**src/cycle_timing_defs.svh**
```systemverilog
`ifndef CYCLE_TIMING_DEFS_SVH
`define CYCLE_TIMING_DEFS_SVH
// -----------------------------------------------------------
// Register map and reset values
// -----------------------------------------------------------
`define WAIT_REG_ADDR 8'h9f
`define WAIT_REG_RESET 8'h00
`define WAIT_FIELD_MSB 2
`define WAIT_FIELD_LSB 0
// -----------------------------------------------------------
// Instruction durations in core clocks
// -----------------------------------------------------------
`define CYC_ONE 4'h1
`define CYC_TWO 4'h2
`define CYC_THREE 4'h3
`define CYC_FOUR 4'h4
`define CYC_IRQ_CALL 4'h3
// -----------------------------------------------------------
// Code space limits and filler opcode
// -----------------------------------------------------------
`define CODE_TOP_START 16'hf800
`define NOP_OPCODE 8'h00
`endif

```
**src/cycle_timing_pkg.sv**
```systemverilog
package cycle_timing_pkg;
   // Instruction timing classes as reported by the decoder.
   typedef enum logic [3:0] {
      cls_one,
      cls_two,
      cls_three,
      cls_code_read,
      cls_xmove_rd,
      cls_xmove_wr,
      cls_branch3,
      cls_branch4,
      cls_bit,
      cls_stack,
      cls_long_call
   } instr_class_t;
   // Sequencer states.
   typedef enum logic {
      st_idle,
      st_run
   } seq_state_t;
endpackage

```
**src/core_cycle_timing_sequencer.sv**
```systemverilog
`timescale 1ns/100ps
`include "cycle_timing_defs.svh"
module core_cycle_timing_sequencer
(
   input wire logic core_clk, // Core clock, 100 MHz.
   input wire logic reset_n, // Asynchronous reset, active low.
   input wire logic instr_start, // Decoder offers a new instruction.
   input wire cycle_timing_pkg::instr_class_t instr_class, // Its class.
   input wire logic irq_inserted, // Long call comes from interrupt.
   input wire logic [7:0] sfr_addr, // Register address.
   input wire logic sfr_wr, // Register write strobe.
   input wire logic [7:0] sfr_wdata, // Register write data.
   input wire logic [15:0] fetch_addr, // Code fetch address.
   input wire logic [7:0] code_rdata, // Internal program memory data.
   output logic [7:0] sfr_rdata, // Register read data.
   output logic [7:0] fetch_data, // Opcode byte to the decoder.
   output logic first_cycle, // First clock of an instruction.
   output logic instr_done, // Last clock of an instruction.
   output logic busy, // An instruction is executing.
   output logic timer_tick, // Timer advance enable.
   output logic ext_rd_n, // External data read strobe.
   output logic ext_wr_n, // External data write strobe.
   output logic code_fetch_n, // External program fetch strobe.
   output logic ale // Address-latch strobe.
);
   // -----------------------------------------------------------
   // State
   // -----------------------------------------------------------
   typedef struct packed {
      cycle_timing_pkg::seq_state_t st;
      logic [3:0] remain;
      logic first;
      logic done;
      logic xmove;
      logic xwrite;
      logic [7:0] wait_reg;
      logic [7:0] rdata;
      logic [7:0] fdata;
      logic rd_n;
      logic wr_n;
      logic tick;
      logic cfetch_n;
   } seq_t;

   seq_t s_q;
   seq_t s_d;
   logic accept;
   logic [3:0] base_len;
   logic [3:0] total_len;
   logic first_next;

   // -----------------------------------------------------------
   // Duration table
   // -----------------------------------------------------------
   // Base duration of each class; one machine cycle is one clock.
   always_comb
   begin
      unique case (instr_class)
         cycle_timing_pkg::cls_one: base_len = `CYC_ONE;
         cycle_timing_pkg::cls_two: base_len = `CYC_TWO;
         cycle_timing_pkg::cls_three: base_len = `CYC_THREE;
         cycle_timing_pkg::cls_code_read: base_len = `CYC_FOUR;
         cycle_timing_pkg::cls_xmove_rd: base_len = `CYC_FOUR;
         cycle_timing_pkg::cls_xmove_wr: base_len = `CYC_FOUR;
         cycle_timing_pkg::cls_branch3: base_len = `CYC_THREE;
         cycle_timing_pkg::cls_branch4: base_len = `CYC_FOUR;
         cycle_timing_pkg::cls_bit: base_len = `CYC_TWO;
         cycle_timing_pkg::cls_stack: base_len = `CYC_TWO;
         cycle_timing_pkg::cls_long_call: base_len = irq_inserted ? `CYC_IRQ_CALL : `CYC_FOUR;
         default: base_len = `CYC_ONE;
      endcase
   end

   // External moves are stretched by the low three wait bits only;
   // the upper bits are kept for readback but never counted.
   always_comb
   begin
      if (instr_class == cycle_timing_pkg::cls_xmove_rd || instr_class == cycle_timing_pkg::cls_xmove_wr)
         total_len = base_len + {1'b0, s_q.wait_reg[`WAIT_FIELD_MSB:`WAIT_FIELD_LSB]};
      else
         total_len = base_len;
   end

   // A new instruction is taken when idle or in the last clock of the
   // previous one, so back-to-back instructions lose no clock.
   assign accept = instr_start && (s_q.st == cycle_timing_pkg::st_idle || s_q.done);
   assign first_next = accept;

   // -----------------------------------------------------------
   // Next state
   // -----------------------------------------------------------
   always_comb
   begin
      s_d = s_q;
      s_d.first = 1'b0;
      s_d.done = 1'b0;
      s_d.tick = 1'b1;
      s_d.cfetch_n = 1'b1;
      s_d.rd_n = 1'b1;
      s_d.wr_n = 1'b1;
      if (accept)
      begin
         s_d.st = cycle_timing_pkg::st_run;
         s_d.remain = total_len - 4'h1;
         s_d.first = 1'b1;
         s_d.done = (total_len == 4'h1);
         s_d.xmove = (instr_class == cycle_timing_pkg::cls_xmove_rd) ||
            (instr_class == cycle_timing_pkg::cls_xmove_wr);
         s_d.xwrite = (instr_class == cycle_timing_pkg::cls_xmove_wr);
      end
      else if (s_q.st == cycle_timing_pkg::st_run)
      begin
         if (s_q.done)
         begin
            s_d.st = cycle_timing_pkg::st_idle;
            s_d.xmove = 1'b0;
            s_d.remain = 4'h0;
         end
         else
         begin
            s_d.remain = s_q.remain - 4'h1;
            s_d.done = (s_q.remain == 4'h1);
            // Strobe stands from the second clock to the last of a move.
            s_d.rd_n = !(s_q.xmove && !s_q.xwrite);
            s_d.wr_n = !(s_q.xmove && s_q.xwrite);
         end
      end
      // Register write; the whole byte is kept for readback.
      if (sfr_wr && sfr_addr == `WAIT_REG_ADDR)
         s_d.wait_reg = sfr_wdata;
      // Reads of other addresses return zero from this block.
      s_d.rdata = (sfr_addr == `WAIT_REG_ADDR) ? s_q.wait_reg : 8'h00;
      // Top of code space is filled with the no-operation opcode.
      if (fetch_addr >= `CODE_TOP_START)
         s_d.fdata = `NOP_OPCODE;
      else
         s_d.fdata = code_rdata;
   end

   // -----------------------------------------------------------
   // Registers
   // -----------------------------------------------------------
   always_ff @(posedge core_clk or negedge reset_n)
   begin
      if (!reset_n)
      begin
         s_q.st <= cycle_timing_pkg::st_idle;
         s_q.remain <= 4'h0;
         s_q.first <= 1'b0;
         s_q.done <= 1'b0;
         s_q.xmove <= 1'b0;
         s_q.xwrite <= 1'b0;
         s_q.wait_reg <= `WAIT_REG_RESET;
         s_q.rdata <= 8'h00;
         s_q.fdata <= `NOP_OPCODE;
         s_q.rd_n <= 1'b1;
         s_q.wr_n <= 1'b1;
         s_q.tick <= 1'b0;
         s_q.cfetch_n <= 1'b1;
      end
      else
         s_q <= s_d;
   end

   // -----------------------------------------------------------
   // Outputs
   // -----------------------------------------------------------
   assign sfr_rdata = s_q.rdata;
   assign fetch_data = s_q.fdata;
   assign first_cycle = s_q.first;
   assign instr_done = s_q.done;
   assign busy = (s_q.st == cycle_timing_pkg::st_run);
   assign timer_tick = s_q.tick;
   assign ext_rd_n = s_q.rd_n;
   assign ext_wr_n = s_q.wr_n;
   assign code_fetch_n = s_q.cfetch_n;

   // The strobe pulse needs a falling-edge flop, kept in its own module.
   ale_strobe_gen u_ale
   (
      .core_clk(core_clk),
      .reset_n(reset_n),
      .first_next(first_next),
      .ale(ale)
   );

   // -----------------------------------------------------------
   // Checks
   // -----------------------------------------------------------
   // Helper: clocks elapsed in the current instruction and its length.
   logic [3:0] chk_cnt_q;
   logic [3:0] chk_len_q;
   always_ff @(posedge core_clk or negedge reset_n)
   begin
      if (!reset_n)
      begin
         chk_cnt_q <= 4'h0;
         chk_len_q <= 4'h0;
      end
      else if (accept)
      begin
         chk_cnt_q <= 4'h1;
         chk_len_q <= total_len;
      end
      else if (busy && !s_q.done)
         chk_cnt_q <= chk_cnt_q + 4'h1;
   end

   property p_done_at_length;
      @(posedge core_clk) disable iff (!reset_n)
      instr_done |-> chk_cnt_q == chk_len_q;
   endproperty
   a_done_at_length: assert property (p_done_at_length)
      else $error("Instruction ended at the wrong clock.");

   property p_one_clock;
      @(posedge core_clk) disable iff (!reset_n)
      accept && instr_class == cycle_timing_pkg::cls_one |=> first_cycle && instr_done;
   endproperty
   a_one_clock: assert property (p_one_clock)
      else $error("One-clock instruction did not end at once.");

   property p_two_clock;
      @(posedge core_clk) disable iff (!reset_n)
      accept && (instr_class == cycle_timing_pkg::cls_two || instr_class == cycle_timing_pkg::cls_bit ||
         instr_class == cycle_timing_pkg::cls_stack) |=> !instr_done ##1 instr_done;
   endproperty
   a_two_clock: assert property (p_two_clock)
      else $error("Two-clock instruction has the wrong length.");

   property p_three_clock;
      @(posedge core_clk) disable iff (!reset_n)
      accept && (instr_class == cycle_timing_pkg::cls_three || instr_class == cycle_timing_pkg::cls_branch3)
      |=> !instr_done [*2] ##1 instr_done;
   endproperty
   a_three_clock: assert property (p_three_clock)
      else $error("Three-clock instruction has the wrong length.");

   property p_four_clock;
      @(posedge core_clk) disable iff (!reset_n)
      accept && (instr_class == cycle_timing_pkg::cls_code_read || instr_class == cycle_timing_pkg::cls_branch4 ||
         (instr_class == cycle_timing_pkg::cls_long_call && !irq_inserted)) |=> !instr_done [*3] ##1 instr_done;
   endproperty
   a_four_clock: assert property (p_four_clock)
      else $error("Four-clock instruction has the wrong length.");

   property p_irq_call;
      @(posedge core_clk) disable iff (!reset_n)
      accept && instr_class == cycle_timing_pkg::cls_long_call && irq_inserted
      |=> !instr_done [*2] ##1 instr_done;
   endproperty
   a_irq_call: assert property (p_irq_call)
      else $error("Inserted long call did not take three clocks.");

   property p_xmove_len;
      @(posedge core_clk) disable iff (!reset_n)
      accept && (instr_class == cycle_timing_pkg::cls_xmove_rd || instr_class == cycle_timing_pkg::cls_xmove_wr)
      |=> chk_len_q == `CYC_FOUR + {1'b0, $past(s_q.wait_reg[`WAIT_FIELD_MSB:`WAIT_FIELD_LSB])};
   endproperty
   a_xmove_len: assert property (p_xmove_len)
      else $error("External move not stretched by the wait count.");

   property p_wait_write;
      @(posedge core_clk) disable iff (!reset_n)
      sfr_wr && sfr_addr == `WAIT_REG_ADDR
      |=> ##1 sfr_rdata == $past(sfr_wdata, 2) || $past(sfr_addr) != `WAIT_REG_ADDR;
   endproperty
   a_wait_write: assert property (p_wait_write)
      else $error("Wait register readback does not match the write.");

   property p_tick;
      @(posedge core_clk) disable iff (!reset_n)
      $past(reset_n) |-> timer_tick;
   endproperty
   a_tick: assert property (p_tick)
      else $error("Timer tick missing on a core clock.");

   property p_no_code_fetch;
      @(posedge core_clk) disable iff (!reset_n)
      busy |-> code_fetch_n && s_q.first == (chk_cnt_q == 4'h1);
   endproperty
   a_no_code_fetch: assert property (p_no_code_fetch)
      else $error("External fetch strobe or first-clock flag wrong.");

   property p_top_nop;
      @(posedge core_clk) disable iff (!reset_n)
      fetch_addr >= `CODE_TOP_START |=> fetch_data == `NOP_OPCODE;
   endproperty
   a_top_nop: assert property (p_top_nop)
      else $error("Fetch from top of code space was not a no-operation.");
endmodule

```
**src/ale_strobe_gen.sv**
```systemverilog
`timescale 1ns/100ps
// The strobe must be high only for the first half of a clock,
// so a rising-edge and a falling-edge flop are combined.
module ale_strobe_gen
(
   input wire logic core_clk, // Core clock.
   input wire logic reset_n, // Asynchronous reset, active low.
   input wire logic first_next, // Next clock is an instruction's first.
   output logic ale // Address-latch strobe.
);
   typedef struct packed {
      logic rise;
   } ale_pos_t;
   ale_pos_t r_q;
   ale_pos_t r_d;
   logic fall_q;

   // Toggle on the rising edge that opens a first clock.
   always_comb
   begin
      r_d = r_q;
      r_d.rise = r_q.rise ^ first_next;
   end

   always_ff @(posedge core_clk or negedge reset_n)
   begin
      if (!reset_n)
         r_q <= '0;
      else
         r_q <= r_d;
   end

   // Falling edge copies the toggle back, ending the pulse mid-clock.
   always_ff @(negedge core_clk or negedge reset_n)
   begin
      if (!reset_n)
         fall_q <= 1'b0;
      else
         fall_q <= r_q.rise;
   end

   assign ale = r_q.rise ^ fall_q;
endmodule

```
**config.mk**
```make
export PLATFORM = sky130hd
export DESIGN_NAME = core_cycle_timing_sequencer
export DESIGN_NICKNAME = d
export VERILOG_FILES = /design/src/cycle_timing_pkg.sv /design/src/core_cycle_timing_sequencer.sv /design/src/ale_strobe_gen.sv
export VERILOG_INCLUDE_DIRS = /design/src
export SDC_FILE = /design/constraint.sdc
export NUM_CORES = 1
export LEC_CHECK = 0
export BUFFER_PORTS_ARGS = -buffer_cell sky130_fd_sc_hd__buf_2
export CAP_MARGIN = 20
export CORE_ASPECT_RATIO = 1.4
export CORE_MARGIN = 2
export CORE_UTILIZATION = 45
export CTS_BUF_LIST = sky130_fd_sc_hd__clkbuf_4 sky130_fd_sc_hd__clkbuf_8
export CTS_CLUSTER_SIZE = 24
export DETAILED_ROUTE_END_ITERATION = 10
export PLACE_DENSITY = 0.74
export SYNTH_ARGS = -nofsm -noshare
export SYNTH_HDL_FRONTEND = slang
export SYNTH_SLANG_ARGS = --single-unit
export TNS_END_PERCENT = 30
```
**constraint.sdc**
```tcl
create_clock -name core_clk -period 2.7 [get_ports core_clk]
set_input_delay 0 -clock core_clk [delete_from_list [all_inputs] [get_ports core_clk]]
set_output_delay 0 -clock core_clk [all_outputs]
set_load 0.005 [all_outputs]
```
After elaboration in Yosys (flattened, before gate mapping) --
Index checks and enable logic that the tools add are counted.
Storage, ports and cells: word-level logic and storage cells 66, input port bits 49, register bits 38, output and inout bits 24
Cells by class: bitwise logic cells 3, muxes and demuxes 17, magnitude comparators 1, reduce and logical (&&, ||, !) cells 15, add/sub/neg operators 3, equal/unequal tests 13
Operators by type and width (count):
- $eq A4 B3 Y1 const B | 4
- $ge A16 B16 Y1 const B | 1
- $mux W8 | 2
- $eq A4 B1 Y1 const B | 3
- $eq A4 B4 Y1 const B | 3
- $pmux W3 S4 | 1
- $mux W2 | 5
- $mux W5 | 2
- $eq A4 B2 Y1 const B | 2
- $eq A8 B8 Y1 const B | 1
- $mux W4 | 2
- $sub A4 B1 Y4 const B | 2
- $add A4 B3 Y4 | 1
- $logic_and A1 B1 Y1 | 4
- $mux W1 | 4
- $reduce_bool A2 Y1 | 2
- $reduce_or A4 Y1 | 1
- $logic_not A1 Y1 | 3
- $mux W3 | 1
- $reduce_or A3 Y1 | 1
- $logic_or A1 B1 Y1 | 2
- $reduce_and A2 Y1 | 1
- $reduce_or A2 Y1 | 1
- $xor A1 B1 Y1 | 2
- $not A1 Y1 | 1

Longest topological paths before layout --
Gate-level depths: netlist (run 1).
word-level depth 7, mapped depth 12

Cells and area by module --
Synthesis (run 1) repeated with hierarchy kept, for this count alone.
Second synthesis, totals: cell total of the unflattened synthesis 174, area total of the unflattened synthesis 1959.4 sq um
By module, submodules not included:
- core_cycle_timing_sequencer | instances 1, area each 1891.8 sq um, sequential area each 903.4 sq um, cells an instance 170
- ale_strobe_gen | instances 1, area each 67.6 sq um, sequential area each 50.0 sq um, cells an instance 4

==> flow_metrics.env, run 1 <==
export IMPL_setup_viol=0
export IMPL_antenna_found_initial=0
export IMPL_syn_to_final_growth_pct=23.44
export IMPL_crit_fanout=1
export IMPL_arrival_ns=2.37
export IMPL_cts_tree="yes"
export IMPL_wl_mm=3.477
export IMPL_skew_ns=0.006764
export IMPL_crit_required_ns=2.70
export IMPL_grt_pass1_wl_mm=5.878
export IMPL_grt_usage_pct=16.27
export IMPL_gp_congestion=0.8395
export IMPL_slew_headroom_pct=65.45
export IMPL_synth_top_area_cell="dfrtp_1"
export IMPL_synth_edf_count=0
export IMPL_clock_latency_ns=0.29
export IMPL_routed_via_density=4.881
export IMPL_overflow=0
export IMPL_synthTopCellsByArea="dfrtp_1, buf_4, and2_1"
export IMPL_yosysMostFrequentCell="dfrtp_1"
export IMPL_port_buffers=60
export IMPL_drt_pass1_iter_count=6
export IMPL_finalPower_uw=1571
export IMPL_synth_commonest_cells="dfrtp_1, buf_4, and2_1"
export IMPL_post_cts_buffers=0
export IMPL_cpMaxStageDelayCell="dfrtn_1"
export IMPL_worstPathCellList="xor2_1 > buf_2"
export IMPL_met2_length_mm=1.839
export IMPL_cts_repair_resized=0
export IMPL_yosysUniqueCellTypes=46
export IMPL_dr_wl_met3_um=231
export IMPL_fp_row_count=28
export IMPL_yosysSeqAreaShare_pct=48.66
export IMPL_fp_coreArea_um2=4204
export IMPL_netlist_instances=174
export IMPL_ant_nets=0
export IMPL_io_pins=73
export IMPL_slowest_delay_ns=0.40
export IMPL_wl_per_cell_um=12.20
export IMPL_cts_sinks=38
export IMPL_wl_met1_mm=1.330
export IMPL_top_layer="met4"
export IMPL_synthArstFlopShare_pct=100.0
export IMPL_cts_buffers=5
export IMPL_nets=296
export IMPL_power_leakage_uw=0.001230
export IMPL_ys_ff_latch=38
export IMPL_avgSynthCellArea_um2=11.26
export IMPL_finalSetupTns_ns=0
export IMPL_diodes=0
export IMPL_ys_flop_type="dfrtp_1"
export IMPL_dieArea_um2=4906
export IMPL_clk_path_buf_depth=2
export IMPL_crit_family="flip-flops"
export IMPL_r2r_slack_ns=0.55
export IMPL_drive_gt1_share_pct=36.67
export IMPL_hpwl_mm=2.416
export IMPL_drt_iter0_markers=17
export IMPL_drv_slew=0
export IMPL_hold_path_class="primary input to flip-flop"
export IMPL_hold_viol_final=0
export IMPL_cts_max_level=2
export IMPL_critPathBufInv=1
export IMPL_fp_dieH_um=82.08
export IMPL_rsz0062_at_grt="no"
export IMPL_yosys_warnings=0
export IMPL_outcome="complete, no violations"
export IMPL_maxCapViolations=0
export IMPL_synth_area_um2=1959
export IMPL_synth_top_area_share_pct=44.70
export IMPL_power_density_nw_per_um2=649.4
export IMPL_tightestPinTransition_ns=0.5163
export IMPL_cts_root_buf="clkbuf_8"
export IMPL_die_w_um=59.77
export IMPL_grt_start_max_net_pins=38
export IMPL_start_kind="flip-flop"
export IMPL_initial_utilization_pct=46.61
export IMPL_vias=1391
export IMPL_setup_worst_path_end_class="output port"
export IMPL_clkSlewWorstSetupHoldPaths_ns=0.07
export IMPL_grt_pass1_vias=1407
export IMPL_peakVddDrop_mv=0.2347
export IMPL_route_detailed_drc=0
export IMPL_worstSetupPathType="flip-flop to output port"
cell usage in the layout (no fill, tap or decap), types with 4 or more instances in the layout:
| cell | synthesis | final |
|---|---|---|
| nand2_1 | 11 | 11 |
| nand3_1 | 8 | 8 |
| buf_2 | 0 | 60 |
| clkbuf_8 | 0 | 5 |
| inv_1 | 4 | 4 |
| mux2i_1 | 5 | 5 |
| xnor2_1 | 6 | 6 |
| nor2_1 | 6 | 6 |
| mux2_2 | 8 | 8 |
| dfrtp_1 | 35 | 35 |
| dlygate4sd3_1 | 0 | 17 |
| and2_1 | 16 | 16 |
| ha_1 | 7 | 7 |
per-layer routing:
metal | vias to the layer above | global-route usage (%)
met2 | 46 | 29.67
met4 | 0 | 8.667
met1 | 641 | 16.17
li1 | 698 | -
met5 | - | 0
met3 | 6 | 4.567
worst reg2reg max path: cells and delay by family, from the launching register on:
kind | cells | cell delay, ns
compound gates | 1 | 0.14
fa+ha+maj | 3 | 1.05
simple gates | 3 | 0.28
mux | 1 | 0.15
flops | 1 | 0.39
cells by family (layout without fill, tap and decap cells):
group,count (synthesis),after routing,share of synthesized area (%)
compound gates,20,20,7.535
xor+xnor,7,7,3.129
simple gates,61,61,18.46
other cells,1,2,0.1914
mux,13,13,7.152
buf+inv,26,91,9.386
fa+ha+maj,8,8,5.492
flops,38,38,48.66
stage by stage:
step / hold WS, ns / setup slack (ns) / std cells / utilization [%] / area (um^2)
after floorplan: -0.2956 / 0.5917 / 175 / - / 1963
after global placement: 0.08986 / 0.3702 / 260 / 51.43 / 2162
after detailed placement: 0.09713 / 0.3082 / 260 / 51.43 / 2162
after CTS: 0.03743 / 0.2962 / 285 / 57.53 / 2419
after global routing: 0.07508 / 0.2746 / 285 / 57.53 / 2419
final: 0.04635 / 0.3295 / 285 / 57.53 / 2419
final timing paths:
kind	cells after the start	end	start
min reg2reg	1	ext_wr_n$_DFF_PN1_	s_q[29]$_DFFE_PN0P_
max in group asynchronous	2	u_ale.fall_q$_DFF_NN0_	reset_n
min in group asynchronous	3	sfr_rdata[2]$_DFF_PN0_	reset_n
max	2	ale	u_ale.fall_q$_DFF_NN0_
min	3	s_q[28]$_DFFE_PN0P_	instr_class[0]
max reg2reg	8	s_q[33]$_DFFE_PN0P_	s_q[20]$_DFFE_PN0P_
power breakdown:
group	switching, uW	total (uW)	internal [uW]
Sequential	85.3	758	672
Clock	186	374	189
Combinational	209	439	230
sequential cells by signal (all words and copies together), names as in the netlist:
register and cells:
ext_rd_n 1, first_cycle 1, ext_wr_n 1, s_q 14, busy 1, sfr_rdata 8, fetch_data 8, timer_tick 1
instr_done 1, u_ale.r_q 1, u_ale.fall_q 1
final cells by class:
cell class | count | area (um^2)
clock buffers | 6 | 76.32
clock inverters | 2 | 10.01
fillers | 356 | 1785
inverters | 5 | 18.77
multi-input cells | 111 | 825.8
flip-flops and latches | 38 | 953.4
well taps | 45 | 56.30
repair buffers | 78 | 478.0
timing repair:
action	4_1_cts	5_1_grt
hold buffers	17	0
endpoints found under the setup margin	0	0
endpoints found under the hold margin	51	0
(Power assumes the default switching activity.)
==> run 2, diff against run 1 <==
--- a/config.mk
+++ b/config.mk
@@ -6,15 +6,15 @@
 export SDC_FILE = /design/constraint.sdc
 export NUM_CORES = 1
 export LEC_CHECK = 0
-export BUFFER_PORTS_ARGS = -buffer_cell sky130_fd_sc_hd__buf_2
 export CAP_MARGIN = 20
-export CORE_ASPECT_RATIO = 1.4
+export CORE_ASPECT_RATIO = 1.2
 export CORE_MARGIN = 2
 export CORE_UTILIZATION = 45
 export CTS_BUF_LIST = sky130_fd_sc_hd__clkbuf_4 sky130_fd_sc_hd__clkbuf_8
 export CTS_CLUSTER_SIZE = 24
 export DETAILED_ROUTE_END_ITERATION = 10
-export PLACE_DENSITY = 0.74
+export DONT_BUFFER_PORTS = 1
+export SLEW_MARGIN = 20
 export SYNTH_ARGS = -nofsm -noshare
 export SYNTH_HDL_FRONTEND = slang
 export SYNTH_SLANG_ARGS = --single-unit
==> run 2 against run 1 <==
Compared with the run above:
- count of clock-buffer cells in the layout is 1 higher
- first-iteration DRC count increased to 3.5 times the previous value
- final cell count fell by 16%
- sequential cell count did not move
- global-route usage fell by 1.2 points
- die area shrank 0.11%
- critical path type unchanged
==> flow_metrics.env, run 2 (synthesis results as in run 1) <==
export IMPL_outcome="complete, no violations"
export IMPL_grt_pass1_wl_mm=5.796
export IMPL_slowest_delay_ns=0.40
export IMPL_drive_gt1_share_pct=15.30
export IMPL_overflow=0
export IMPL_post_cts_buffers=0
export IMPL_maxCapViolations=0
export IMPL_setup_worst_path_end_class="output port"
export IMPL_top_register="s_q"
export IMPL_power_density_nw_per_um2=702.4
export IMPL_dieArea_um2=4900
export IMPL_grt_pass1_vias=1311
export IMPL_cts_repair_resized=0
export IMPL_cts_buffers=5
export IMPL_finalSetupTns_ns=0
export IMPL_clock_latency_ns=0.28
export IMPL_grt_usage_pct=15.09
export IMPL_clk_path_buf_depth=2
export IMPL_final_common_cell="dfrtp_1"
export IMPL_fp_row_count=26
export IMPL_cts_hold_buf=21
export IMPL_ant_nets=0
export IMPL_layoutNonFillerInstCount=239
export IMPL_peakVddDrop_mv=0.2775
export IMPL_fin_ws_ns=0.4745
export IMPL_worstRegToRegCells=8
export IMPL_hpwl_mm=2.394
export IMPL_vias=1227
export IMPL_routed_via_density=5.134
export IMPL_placed_cells=210
export IMPL_diodes=0
export IMPL_drt_pass1_iter_count=4
export IMPL_hold_path_class="primary input to flip-flop"
export IMPL_fp_dieH_um=76.29
export IMPL_largest_reg_flops=14
export IMPL_start_kind="flip-flop"
export IMPL_setup_viol=0
export IMPL_worstPathCellList="xor2_1"
export IMPL_antenna_found_initial=0
export IMPL_syn_to_final_growth_pct=11.43
export IMPL_io_pins=73
export IMPL_gp_congestion=0.8116
export IMPL_hold_viol_final=0
export IMPL_port_buffers=0
export IMPL_power_leakage_uw=0.001003
export IMPL_hold_slack_ns=0.03157
export IMPL_arrival_ns=2.23
export IMPL_rsz0062_at_grt="no"
export IMPL_nets=239
export IMPL_critPathBufInv=0
export IMPL_mostFrequentLayoutCells="dfrtp_1, dlygate4sd3_1, and2_1, nand2_1"
export IMPL_clkSlewWorstSetupHoldPaths_ns=0.08
export IMPL_cts_root_buf="clkbuf_8"
export IMPL_fp_coreArea_um2=4229
export IMPL_crit_fanout=1
export IMPL_wl_mm=3.377
export IMPL_grt_start_max_net_pins=38
export IMPL_crit_family="flip-flops"
export IMPL_crit_required_ns=2.70
export IMPL_die_w_um=64.24
export IMPL_place_ws_ns=0.4835
export IMPL_skew_ns=0.008805
export IMPL_drt_iter0_markers=59
export IMPL_cts_max_level=2
export IMPL_worstSetupPathType="flip-flop to output port"
export IMPL_cts_sinks=38
export IMPL_nFillCells=376
export IMPL_cts_tree="yes"
export IMPL_route_detailed_drc=0
export IMPL_drv_slew=0
export IMPL_worstSetupPathDepth=1
export IMPL_initial_utilization_pct=46.33
export IMPL_wl_per_cell_um=14.13
export IMPL_hold_path_depth=2
export IMPL_cpMaxStageDelayCell="dfrtn_1"
## run 2: cell count changes in the layout (fill, tap and decap cells not counted), sizes merged
cell         before  now
dlygate4sd3      17   20
clkinv            2    1
buf              61    1
clkbuf            6    7
## run 2: through the flow
| step | area (um^2) | total power [uW] | util (%) |
|---|---|---|---|
| 5_1_grt | 2183 | 1645 | 51.63 |
| 4_1_cts | 2183 | 1557 | 51.63 |
| 3_3_place_gp | 1868 | 1097 | 44.17 |
| 6_report | 2183 | 1533 | 51.63 |
| 2_1_floorplan | 1963 | 1055 | - |
| 3_5_place_dp | 1868 | 1112 | 44.17 |
## run 2: final timing paths
check,slack [ns],to,startpoint
worst max-delay path,0.47,ale,u_ale.fall_q$_DFF_NN0_
worst min-delay path,0.03,u_ale.r_q$_DFF_PN0_,instr_start
worst max register to register,0.55,s_q[33]$_DFFE_PN0P_,s_q[20]$_DFFE_PN0P_
worst min register to register,0.46,ext_wr_n$_DFF_PN1_,s_q[29]$_DFFE_PN0P_
max in group asynchronous,1.97,u_ale.fall_q$_DFF_NN0_,reset_n
min in group asynchronous,0.18,s_q[28]$_DFFE_PN0P_,reset_n
## run 2: area by class of cell
type | instances | area [um^2] | area share (%)
inverter | 5 | 18.77 | 0.8596
tap | 56 | 70.07 | 3.209
sequential | 38 | 953.4 | 43.67
multi-input combinational | 111 | 825.8 | 37.82
timing repair buffer | 21 | 220.2 | 10.09
clock buffer | 7 | 90.09 | 4.126
clock inverter | 1 | 5.005 | 0.2292
## run 2: metal layers
| metal | vias up | GRT usage (%) | part of all wire, % |
|---|---|---|---|
| met1 | 587 | 16.57 | 39 |
| met4 | 0 | 6.383 | 1.8 |
| met3 | 7 | 4.431 | 6.0 |
| met5 | - | 0 | 0 |
| met2 | 48 | 26.67 | 53 |
| li1 | 585 | - | - |
## run 2: where the power goes
part           switching, uW  leakage, uW  total [uW]  internal (uW)
clock                    182    0.0000517         398            216
combinational            179     0.000467         369            190
sequential              94.0     0.000484         767            673
total                    455      0.00100        1530           1080
